===== src/rtl/irq_defines.svh =====
// register map, field positions and reset values of the interrupt enable and flag logic
`ifndef IRQ_DEFINES_SVH
`define IRQ_DEFINES_SVH

// ----------------------------------------------------------------
// register addresses
// ----------------------------------------------------------------
`define ADDR_CORE_CTRL 8'h0b
`define ADDR_PERIPH_EN 8'h8c
`define ADDR_CONFIG 8'h90
`define ADDR_EVT_STAT 8'h91
`define ADDR_EVT_MASK 8'h92

// ----------------------------------------------------------------
// core_irq_control fields
// ----------------------------------------------------------------
`define GLOBAL_EN_BIT 7
`define PGROUP_EN_BIT 6
`define T0_EN_BIT 5
`define EXT_EN_BIT 4
`define PCHG_EN_BIT 3
`define T0_FLAG_BIT 2
`define EXT_FLAG_BIT 1
`define PCHG_FLAG_BIT 0

// ----------------------------------------------------------------
// configuration and event status fields
// ----------------------------------------------------------------
`define EDGE_SEL_BIT 0
`define EVT_PCHG_BIT 0
`define EVT_EXT_BIT 1
`define EVT_T0_BIT 2
`define EVT_REQ_BIT 3

// ----------------------------------------------------------------
// widths and reset values
// ----------------------------------------------------------------
`define PORT_W_DEF 4
`define CTRL_RST 8'h00
`define PERIPH_EN_RST 8'h00
`define CONFIG_RST 8'h01
`define EVT_RST 4'h0
`define RD_IDLE 8'h00

`endif


===== src/rtl/irq_pkg.sv =====
// types shared by the interrupt enable and flag logic
package irq_pkg;
  typedef logic [7:0] reg8_t;
  typedef logic [7:0] addr_t;
  typedef logic [3:0] evt_t;
endpackage


===== src/rtl/src_event_if.sv =====
// interface between the interrupt logic and its two pin event detectors
`timescale 1ns/1ps
`default_nettype none
interface src_event_if #(
  parameter int PW = 4
);
  logic ext_irq_pin;
  logic ext_edge_select;
  logic ext_event;
  logic [PW-1:0] port_b_upper_pins;
  logic port_b_read;
  logic port_mismatch;

  modport ext_det (input ext_irq_pin, input ext_edge_select, output ext_event);
  modport pc_det (input port_b_upper_pins, input port_b_read, output port_mismatch);
  modport ctl (
    output ext_irq_pin, output ext_edge_select, output port_b_upper_pins,
    output port_b_read, input ext_event, input port_mismatch
  );
endinterface
`default_nettype wire


===== src/rtl/ext_edge_detect.sv =====
// edge detector for the external interrupt pin with selectable polarity
`timescale 1ns/1ps
`default_nettype none
module ext_edge_detect (
  // clock and reset
  input wire logic clk,
  input wire logic reset,
  // detector side of the event interface
  src_event_if.ext_det src
);
  logic prev_q;
  logic primed_q;

  // ----------------------------------------------------------------
  // pin history
  // ----------------------------------------------------------------
  // primed blocks a false edge from the reset value of the history
  always_ff @(posedge clk) begin
    if (reset) begin
      prev_q <= 1'b0;
      primed_q <= 1'b0;
    end else begin
      prev_q <= src.ext_irq_pin;
      primed_q <= 1'b1;
    end
  end

  // rising edge when select is one, falling edge when zero
  assign src.ext_event = primed_q & (src.ext_edge_select ?
                         (src.ext_irq_pin & ~prev_q) :
                         (~src.ext_irq_pin & prev_q));
endmodule
`default_nettype wire


===== src/rtl/interrupt_enable_flag_logic.sv =====
// interrupt enable and flag registers with the request gating to the core
//
// Strobed register access was left to the implementer.
`timescale 1ns/1ps
`default_nettype none
`include "irq_defines.svh"

// What this block does
// control bit 7 globally enables core request
// control bit 6 enables peripheral group
// control bit 5 enables timer0 overflow
// control bit 4 enables external pin
// external flag bit 1, software clears only
// port change flag bit 0 on mismatch
// mismatch persists until port read, re-sets flag
// peripheral needs group, own, global enable
// eight-bit peripheral enable register, fixed order
// flags set regardless of any enable
// external edge polarity from select bit
// timer0 flag bit 2, change enable bit 3
// request is global AND of gated sources
module interrupt_enable_flag_logic
  import irq_pkg::*;
#(
  parameter int PORT_W = `PORT_W_DEF
) (
  // clock and reset
  input wire logic clk,
  input wire logic reset,
  // register port
  input wire logic [7:0] addr,
  input wire logic [7:0] wr_data,
  input wire logic wr_en,
  input wire logic rd_en,
  output logic [7:0] rd_data,
  // interrupt sources
  input wire logic timer0_ovf_pulse,
  input wire logic ext_irq_pin,
  input wire logic [PORT_W-1:0] port_b_upper_pins,
  input wire logic port_b_read,
  input wire logic [7:0] periph_flags,
  // requests
  output logic irq_request,
  output logic event_irq
);

  // ----------------------------------------------------------------
  // parameter check
  // ----------------------------------------------------------------
  generate
    if (PORT_W < 1 || PORT_W > 8) begin : g_bad_width
      $error("PORT_W must lie between 1 and 8");
    end
  endgenerate

  // ----------------------------------------------------------------
  // declarations
  // ----------------------------------------------------------------
  reg8_t ctrl_q;
  reg8_t ctrl_d;
  reg8_t periph_en_q;
  reg8_t config_q;
  evt_t evt_stat_q;
  evt_t evt_stat_d;
  evt_t evt_mask_q;
  evt_t evt_in;
  reg8_t rd_mux;
  reg8_t rd_data_q;
  reg8_t periph_gated;
  logic irq_d;
  logic irq_q;
  logic event_irq_q;
  logic core_any;
  logic periph_any;
  logic hit_ctrl;
  logic hit_pen;
  logic hit_cfg;
  logic hit_stat;
  logic hit_mask;
  logic wr_ctrl;
  logic wr_pen;
  logic wr_cfg;
  logic wr_stat;
  logic wr_mask;

  src_event_if #(.PW(PORT_W)) src ();

  // ----------------------------------------------------------------
  // pin event detectors
  // ----------------------------------------------------------------
  assign src.ext_irq_pin = ext_irq_pin;
  assign src.ext_edge_select = config_q[`EDGE_SEL_BIT];
  assign src.port_b_upper_pins = port_b_upper_pins;
  assign src.port_b_read = port_b_read;

  ext_edge_detect u_ext (
    .clk(clk),
    .reset(reset),
    .src(src)
  );

  port_change_detect #(.PW(PORT_W)) u_pchg (
    .clk(clk),
    .reset(reset),
    .src(src)
  );

  // ----------------------------------------------------------------
  // address decode
  // ----------------------------------------------------------------
  assign hit_ctrl = (addr == `ADDR_CORE_CTRL);
  assign hit_pen = (addr == `ADDR_PERIPH_EN);
  assign hit_cfg = (addr == `ADDR_CONFIG);
  assign hit_stat = (addr == `ADDR_EVT_STAT);
  assign hit_mask = (addr == `ADDR_EVT_MASK);
  assign wr_ctrl = wr_en & hit_ctrl;
  assign wr_pen = wr_en & hit_pen;
  assign wr_cfg = wr_en & hit_cfg;
  assign wr_stat = wr_en & hit_stat;
  assign wr_mask = wr_en & hit_mask;

  // ----------------------------------------------------------------
  // core control register: enables and flags
  // ----------------------------------------------------------------
  // a hardware set in the same cycle as a software clear wins, so no
  // event is lost; only software can clear a flag
  always_comb begin
    ctrl_d = ctrl_q;
    if (wr_ctrl) begin
      ctrl_d = wr_data;
    end
    ctrl_d[`T0_FLAG_BIT] = ctrl_d[`T0_FLAG_BIT] | timer0_ovf_pulse;
    ctrl_d[`EXT_FLAG_BIT] = ctrl_d[`EXT_FLAG_BIT] | src.ext_event;
    // a standing mismatch wins over a clear in the same cycle, so the flag stays set
    ctrl_d[`PCHG_FLAG_BIT] = ctrl_d[`PCHG_FLAG_BIT] | src.port_mismatch;
  end

  always_ff @(posedge clk) begin
    if (reset) begin
      ctrl_q <= `CTRL_RST;
    end else begin
      ctrl_q <= ctrl_d;
    end
  end

  // ----------------------------------------------------------------
  // peripheral enable and configuration registers
  // ----------------------------------------------------------------
  always_ff @(posedge clk) begin
    if (reset) begin
      periph_en_q <= `PERIPH_EN_RST;
    end else if (wr_pen) begin
      periph_en_q <= wr_data;
    end
  end

  // only the edge select bit is stored; the rest reads zero
  always_ff @(posedge clk) begin
    if (reset) begin
      config_q <= `CONFIG_RST;
    end else if (wr_cfg) begin
      config_q <= {7'h00, wr_data[`EDGE_SEL_BIT]};
    end
  end

  // ----------------------------------------------------------------
  // request gating
  // ----------------------------------------------------------------
  // one gate per peripheral source, bit 7 parallel port down to bit 0
  genvar i;
  generate
    for (i = 0; i < 8; i++) begin : g_periph
      assign periph_gated[i] = periph_flags[i] & periph_en_q[i];
    end
  endgenerate

  assign periph_any = ctrl_q[`PGROUP_EN_BIT] & (|periph_gated);
  assign core_any = (ctrl_q[`T0_EN_BIT] & ctrl_q[`T0_FLAG_BIT]) |
                    (ctrl_q[`EXT_EN_BIT] & ctrl_q[`EXT_FLAG_BIT]) |
                    (ctrl_q[`PCHG_EN_BIT] & ctrl_q[`PCHG_FLAG_BIT]);
  assign irq_d = ctrl_q[`GLOBAL_EN_BIT] & (core_any | periph_any);

  // registered so the core sees a clean level; costs one cycle of lag
  always_ff @(posedge clk) begin
    if (reset) begin
      irq_q <= 1'b0;
    end else begin
      irq_q <= irq_d;
    end
  end

  // ----------------------------------------------------------------
  // event status, mask and event interrupt
  // ----------------------------------------------------------------
  // the mismatch is a level, so its status bit cannot be cleared
  // until the port has been read
  assign evt_in[`EVT_PCHG_BIT] = src.port_mismatch;
  assign evt_in[`EVT_EXT_BIT] = src.ext_event;
  assign evt_in[`EVT_T0_BIT] = timer0_ovf_pulse;
  assign evt_in[`EVT_REQ_BIT] = irq_d & ~irq_q;

  // write one to clear, a new event in the same cycle wins
  always_comb begin
    evt_stat_d = evt_stat_q;
    if (wr_stat) begin
      evt_stat_d = evt_stat_q & ~wr_data[3:0];
    end
    evt_stat_d = evt_stat_d | evt_in;
  end

  always_ff @(posedge clk) begin
    if (reset) begin
      evt_stat_q <= `EVT_RST;
    end else begin
      evt_stat_q <= evt_stat_d;
    end
  end

  always_ff @(posedge clk) begin
    if (reset) begin
      evt_mask_q <= `EVT_RST;
    end else if (wr_mask) begin
      evt_mask_q <= wr_data[3:0];
    end
  end

  always_ff @(posedge clk) begin
    if (reset) begin
      event_irq_q <= 1'b0;
    end else begin
      event_irq_q <= |(evt_stat_q & evt_mask_q);
    end
  end

  // ----------------------------------------------------------------
  // read port
  // ----------------------------------------------------------------
  // unmapped addresses read zero; data stand for one cycle only
  always_comb begin
    rd_mux = `RD_IDLE;
    if (hit_ctrl) begin
      rd_mux = ctrl_q;
    end else if (hit_pen) begin
      rd_mux = periph_en_q;
    end else if (hit_cfg) begin
      rd_mux = config_q;
    end else if (hit_stat) begin
      rd_mux = {4'h0, evt_stat_q};
    end else if (hit_mask) begin
      rd_mux = {4'h0, evt_mask_q};
    end
  end

  always_ff @(posedge clk) begin
    if (reset) begin
      rd_data_q <= `RD_IDLE;
    end else begin
      rd_data_q <= rd_en ? rd_mux : `RD_IDLE;
    end
  end

  assign rd_data = rd_data_q;
  assign irq_request = irq_q;
  assign event_irq = event_irq_q;
endmodule
`default_nettype wire


===== src/rtl/port_change_detect.sv =====
// mismatch detector for the upper port pins against their last latched value
`timescale 1ns/1ps
`default_nettype none
module port_change_detect #(
  parameter int PW = 4
) (
  // clock and reset
  input wire logic clk,
  input wire logic reset,
  // detector side of the event interface
  src_event_if.pc_det src
);
  logic [PW-1:0] latched_q;
  logic primed_q;

  // ----------------------------------------------------------------
  // latch of the pin values
  // ----------------------------------------------------------------
  // refreshed only by a software read of the port, so the mismatch
  // stands until that read; the first cycle after reset seeds it
  always_ff @(posedge clk) begin
    if (reset) begin
      latched_q <= '0;
      primed_q <= 1'b0;
    end else begin
      primed_q <= 1'b1;
      if (src.port_b_read || !primed_q) begin
        latched_q <= src.port_b_upper_pins;
      end
    end
  end

  assign src.port_mismatch = primed_q & (src.port_b_upper_pins != latched_q);
endmodule
`default_nettype wire


===== config.mk =====
export PLATFORM = sky130hd
export DESIGN_NAME = interrupt_enable_flag_logic
export DESIGN_NICKNAME = d
export VERILOG_FILES = /design/src/rtl/irq_pkg.sv /design/src/rtl/src_event_if.sv /design/src/rtl/ext_edge_detect.sv /design/src/rtl/interrupt_enable_flag_logic.sv /design/src/rtl/port_change_detect.sv
export VERILOG_INCLUDE_DIRS = /design/src /design/src/rtl
export SDC_FILE = /design/constraint.sdc
export NUM_CORES = 1
export LEC_CHECK = 0
export BUFFER_PORTS_ARGS = -buffer_cell sky130_fd_sc_hd__buf_2
export CORE_ASPECT_RATIO = 0.8
export CORE_MARGIN = 3
export CORE_UTILIZATION = 52
export CTS_CLUSTER_SIZE = 24
export DETAILED_ROUTE_END_ITERATION = 7
export PLACE_DENSITY = 0.78
export REMOVE_ABC_BUFFERS = 1
export SLEW_MARGIN = 25
export SYNTH_ARGS = -nofsm -noshare
export SYNTH_HDL_FRONTEND = slang
export SYNTH_SLANG_ARGS = --single-unit

===== constraint.sdc =====
create_clock -name clk -period 1.8 [get_ports clk]
set_input_delay 0.36 -clock clk [delete_from_list [all_inputs] [get_ports clk]]
set_output_delay 0.36 -clock clk [all_outputs]
set_load 0.005 [all_outputs]

==> results.sh, run 1 <==
export IMPL_status="complete, no violations"
export IMPL_skew_ns=0.00893
export IMPL_synth_area_leader_cell="dfxtp_1"
export IMPL_first_global_vias=1515
export IMPL_die_x_um=72.0
export IMPL_rows=18
export IMPL_cp_end_kind="flop"
export IMPL_synth_cell_types=38
export IMPL_ys_top_cells_by_area="dfxtp_1 (45%), mux2i_1 (9.9%), a22oi_1 (6.6%), nor2_1 (4.4%), a21oi_1 (3.9%)"
export IMPL_clk_path_buf_depth=2
export IMPL_place_detailed_hpwl_um=3150
export IMPL_grt_overflow=0
export IMPL_portBuffers=44
export IMPL_slew_headroom_pct=73.9
export IMPL_die_area_sq_um=4230
export IMPL_wl_per_cell_um=15.4
export IMPL_synth_top_area_share_pct=45.3
export IMPL_async_flop_share_pct=0
export IMPL_clock_latency_ns=0.30
export IMPL_area_growth_pct=20.2
export IMPL_layout_drive_gt1_share_pct=28.3
export IMPL_hp_class="input port to flop"
export IMPL_core_sq_um=3200
export IMPL_grt_pass1_wl_um=7190
export IMPL_slew_viol_final=0
export IMPL_antenna_found_initial=0
export IMPL_path_class="input port to flop"
export IMPL_fmax_ghz=0.721
export IMPL_required_ns=2.01
export IMPL_boundaryPins=45
export IMPL_final_common_cell="buf_2"
export IMPL_rsz0062_at_grt="no"
export IMPL_numClockSinks=41
export IMPL_grt_util_all_layers_pct=22.2
export IMPL_nets=274
export IMPL_leakage_nw=0.985
export IMPL_finalInstanceArea_sq_um=2180
export IMPL_final_cells=280
export IMPL_crit_path_max_fanout=8
export IMPL_finalCritPeriodShare_pct=77.1
export IMPL_synthesis_instances=191
export IMPL_crit_arrival_ns=1.59
export IMPL_place_area_sq_um=2080
export IMPL_ctsResizeCount=0
export IMPL_most_common_layout_cells="buf_2 (44), dfxtp_1 (41), nor2_1 (21)"
export IMPL_syn_area_per_cell_sq_um=9.49
export IMPL_yosysWarnings=0
export IMPL_hold_viol=0
export IMPL_worstMarginPinSlew_ns=0.390
export IMPL_numCtsBuffers=5
export IMPL_p_per_area_nw_per_um2=801
export IMPL_cts_root_buf="clkbuf_8"
export IMPL_setup_viol=0
export IMPL_cts_tree="yes"
export IMPL_die_h_um=58.8
export IMPL_drv_cap=0
export IMPL_finalSetupTns_ns=0
export IMPL_drtIter0Drc=117
export IMPL_grt_max_degree=16
export IMPL_ant_nets=0
export IMPL_drcViolationCount=0
export IMPL_worst_slack_ns=0.413
export IMPL_dp_cells=272
export IMPL_min_period_ns=1.39
export IMPL_synthesis_area_sq_um=1810
export IMPL_irDropWorstVdd_mv=0.636
export IMPL_post_cts_setup_buffer_count=0
export IMPL_h_tree_depth=2
export IMPL_antenna_cells=0
export IMPL_dp_slack_ns=0.119
export IMPL_gp_congestion=0.850
export IMPL_startpoint_type="input port"
export IMPL_clkTransAtPathRegs_ns=0.08
export IMPL_ys_ff_latch=41
export IMPL_ys_flop_type="dfxtp_1"
export IMPL_synth_edff_count=0
export IMPL_firstDrtPassIters=4
export IMPL_drt_vias_per_instance=5.68
export IMPL_hold_ws_ns=0.264
export IMPL_ys_seq_area_share_pct=45.3
export IMPL_initial_core_util_pct=56.7
export IMPL_via_count=1589
export IMPL_postCtsHoldBufs=0
export IMPL_finalWirelength_um=4310
per-stage QoR:
stage | utilization (%) | power, W
after floorplan | - | 0.00102
after detailed placement | 64.9 | 0.00111
after global placement | 64.9 | 0.00111
final | 68.1 | 0.00175
after CTS | 68.1 | 0.00175
after global routing | 68.1 | 0.00181
logic make-up (layout without fill, tap and decap cells):
| family | count (synthesis) | in the layout | share of synthesized area, % |
|---|---|---|---|
| simple gates | 67 | 67 | 21.8 |
| compound gates | 45 | 45 | 16.9 |
| flops | 41 | 41 | 45.3 |
| mux | 18 | 18 | 9.94 |
| buf+inv | 16 | 65 | 4.21 |
| xor+xnor | 4 | 4 | 1.93 |
state kept, by name, summed over array words and instances (netlist names):
name	cells
evt_stat_q	4
rd_data	8
u_pchg.latched_q	4
ctrl_q	8
config_q	1
evt_mask_q	4
event_irq	1
periph_en_q	8
u_ext.prev_q	1
irq_request	1
u_pchg.primed_q	1
final cells by class:
class,instances,area (sq um)
clock buffer,7,96.3
fill,273,1020
sequential,41,821
clock inverter,1,5.00
tap,40,50.0
inverter,7,26.3
multi-input combinational,134,915
timing repair buffer,50,265
per-layer routing:
layer / GRT usage [%] / wire [um]
met3: 6.31 / 281
met1: 31.2 / 2120
met5: 0 / 0
met4: 8.31 / 58
met2: 32.3 / 1850
cells in the mapped netlist, types with 3 or more instances:
library cell	n
nor2_1	21
nor3b_1	3
o21ai_0	4
a22oi_1	16
nand3_1	9
nand4_1	4
nand2_1	13
dfxtp_1	41
mux2i_1	18
clkbuf_1	5
inv_1	7
xnor2_1	4
a21oi_1	14
final timing paths:
kind                  startpoint                   to  slack (ns)  cells after the start
setup / recovery         addr[6]           rd_data[0]        0.41                      5
hold / removal             reset  u_pchg.latched_q[2]        0.26                      2
setup reg to reg  periph_en_q[0]        evt_stat_q[3]        0.55                      4
hold reg to reg        ctrl_q[6]            ctrl_q[6]        0.48                      2
worst max-delay path, cell delays in order:
cell and delay, ns:
buf_2 0.14, nor4b_4 0.35, and2_1 0.40, a21oi_2 0.11, a221oi_2 0.24
where the power goes:
group	internal (W)	switching [W]	total, W
Sequential	0.000927	0.0000144	0.000941
Clock	0.000346	0.000308	0.000654
Combinational	0.0000686	0.0000812	0.000150
(Power assumes the default switching activity.)
==> run 2: changes to the inputs <==
Clock period 1.8 ns to 1.4 ns, I/O delays scaled along.
==> run 2 against run 1 <==
Sequential share of layout area is 0.95 points lower; die area unchanged; via count is 1.7% higher; combinational power up 35%; clock skew fell by 0.0025 ns; register-to-register slack got worse by 0.41 ns; critical endpoint is now evt_stat_q[2]; largest cell class unchanged; largest power group unchanged; highest routed layer unchanged.
==> results.sh, run 2 (synthesis gave the netlist of run 1 again) <==
export IMPL_status="complete, no violations"
export IMPL_firstDrtPassIters=4
export IMPL_die_h_um=58.8
export IMPL_grt_max_degree=32
export IMPL_clock_latency_ns=0.28
export IMPL_antenna_cells=0
export IMPL_grt_overflow=0
export IMPL_hold_viol=0
export IMPL_drt_vias_per_instance=5.67
export IMPL_cp_buffers_inverters=1
export IMPL_drcViolationCount=0
export IMPL_hold_depth=2
export IMPL_holdCritStartpoint="ext_irq_pin"
export IMPL_rr_startpoint="periph_en_q[0]"
export IMPL_crit_arrival_ns=1.47
export IMPL_rrSetupSlack_ns=0.14
export IMPL_finalInstanceArea_sq_um=2230
export IMPL_clkTransAtPathRegs_ns=0.08
export IMPL_area_growth_pct=23.3
export IMPL_required_ns=1.58
export IMPL_place_detailed_hpwl_um=3220
export IMPL_boundaryPins=45
export IMPL_leakage_nw=1.01
export IMPL_final_common_cell="buf_2"
export IMPL_slowest_delay_ns=0.42
export IMPL_critical_path_cell_chain="buf_2, or3b_4, nor3_4, a31oi_1, o21a_1"
export IMPL_numCtsBuffers=5
export IMPL_initial_core_util_pct=56.7
export IMPL_numClockSinks=41
export IMPL_rows=18
export IMPL_wl_per_cell_um=15.3
export IMPL_fmax_ghz=0.774
export IMPL_first_global_vias=1537
export IMPL_ctsResizeCount=0
export IMPL_grt_pass1_wl_um=7180
export IMPL_hp_class="input port to flop"
export IMPL_min_to="u_ext.prev_q"
export IMPL_crit_family="simple AND/OR/NAND/NOR gates"
export IMPL_crit_path_max_fanout=6
export IMPL_startpoint_type="input port"
export IMPL_via_count=1616
export IMPL_p_seq_share_pct=56.5
export IMPL_sw_frac_of_total_pct=23.8
export IMPL_p_per_area_nw_per_um2=958
export IMPL_setup_viol=0
export IMPL_worstMarginPinSlew_ns=0.393
export IMPL_die_x_um=72.0
export IMPL_die_area_sq_um=4230
export IMPL_cp_end_kind="flop"
export IMPL_clk_path_buf_depth=2
export IMPL_grt_util_all_layers_pct=22.1
export IMPL_r2r_end="evt_stat_q[3]"
export IMPL_nFillCells=264
export IMPL_ant_nets=0
export IMPL_p_clk_share_pct=34.0
export IMPL_path_class="input port to flop"
export IMPL_hold_ws_ns=0.237
export IMPL_skew_ns=0.00646
export IMPL_min_period_ns=1.29
export IMPL_portBuffers=44
export IMPL_cts_root_buf="clkbuf_8"
export IMPL_crit_slowest_cell="or3b_4"
export IMPL_h_tree_depth=2
export IMPL_slew_headroom_pct=73.7
export IMPL_internal_power_w=0.00163
export IMPL_rsz0062_at_grt="no"
export IMPL_nets=279
export IMPL_finalCritPeriodShare_pct=92.2
export IMPL_fin_util_pct=69.9
export IMPL_cts_tree="yes"
export IMPL_worst_slack_ns=0.109
export IMPL_irDropWorstVdd_mv=0.742
export IMPL_drv_cap=0
export IMPL_switchingPower_w=0.000510
export IMPL_gp_congestion=0.829
export IMPL_most_common_layout_cells="buf_2 (44), dfxtp_1 (41), nor2_1 (21)"
export IMPL_slew_viol_final=0
export IMPL_dp_slack_ns=-0.148
export IMPL_r2r_cells=4
export IMPL_core_sq_um=3200
export IMPL_postCtsHoldBufs=0
export IMPL_layout_drive_gt1_share_pct=29.4
export IMPL_finalWirelength_um=4350
export IMPL_antenna_found_initial=0
export IMPL_drtIter0Drc=115
export IMPL_post_cts_setup_buffer_count=0
export IMPL_comb_power_share_pct=9.4
export IMPL_place_area_sq_um=2150
export IMPL_startpoint="addr[6]"
export IMPL_total_power_w=0.00214
## run 2: cell count changes in the layout (fill, tap and decap cells not counted), sizes merged
cell and delta:
buf +5, clkinv +1, clkbuf -1
## run 2: power groups by stage
stage,Combinational [W],Sequential [W],Clock (W)
after floorplan,0.0000798,0.00123,0
after global placement,0.000195,0.00124,0
final,0.000202,0.00121,0.000729
after global routing,0.000223,0.00121,0.000784
after detailed placement,0.000200,0.00124,0
after CTS,0.000201,0.00121,0.000747
## run 2: cell type report
cell class	count	area, sq um	share of cell area [%]
Multi-Input combinational cell	134	915	40.9
Inverter	7	26.3	1.18
Tap cell	40	50.0	2.24
Sequential cell	41	821	36.7
Clock buffer	6	72.6	3.25
Clock inverter	2	10.0	0.448
Timing Repair Buffer	55	340	15.2
## run 2: routing by layer
layer  vias up  global-route usage, %  wire (um)
li1        792                      -          -
met4         0                   6.43         31
met1       756                   29.9       1990
met2        66                   34.9       1940
met3         2                   6.14        390
met5         -                      0          0
## run 2: through the flow
step           TNS [ns]  cells
3_3_place_gp     -0.971    277
4_1_cts               0    285
3_5_place_dp      -1.23    277
6_report              0    285
2_1_floorplan         0    182
5_1_grt               0    285
## run 2: how the worst max path moves through the flow
stage | to | slack, ns | depth (start not counted)
final | evt_stat_q[2] | 0.11 | 5
after CTS | evt_stat_q[2] | 0.13 | 5
after global routing | evt_stat_q[3] | 0.04 | 4
after global placement | evt_stat_q[2] | -0.12 | 5
after detailed placement | evt_stat_q[2] | -0.15 | 5
after floorplan | evt_stat_q[2] | 0.11 | 4
## run 2: worst reg2reg max path, delay by kind of cell, from the launching register on
kind	cells	cell delay, ns
flip-flops	1	0.34
AND/OR/NAND/NOR	1	0.12
AO/OA/AOI/OAI	3	0.69
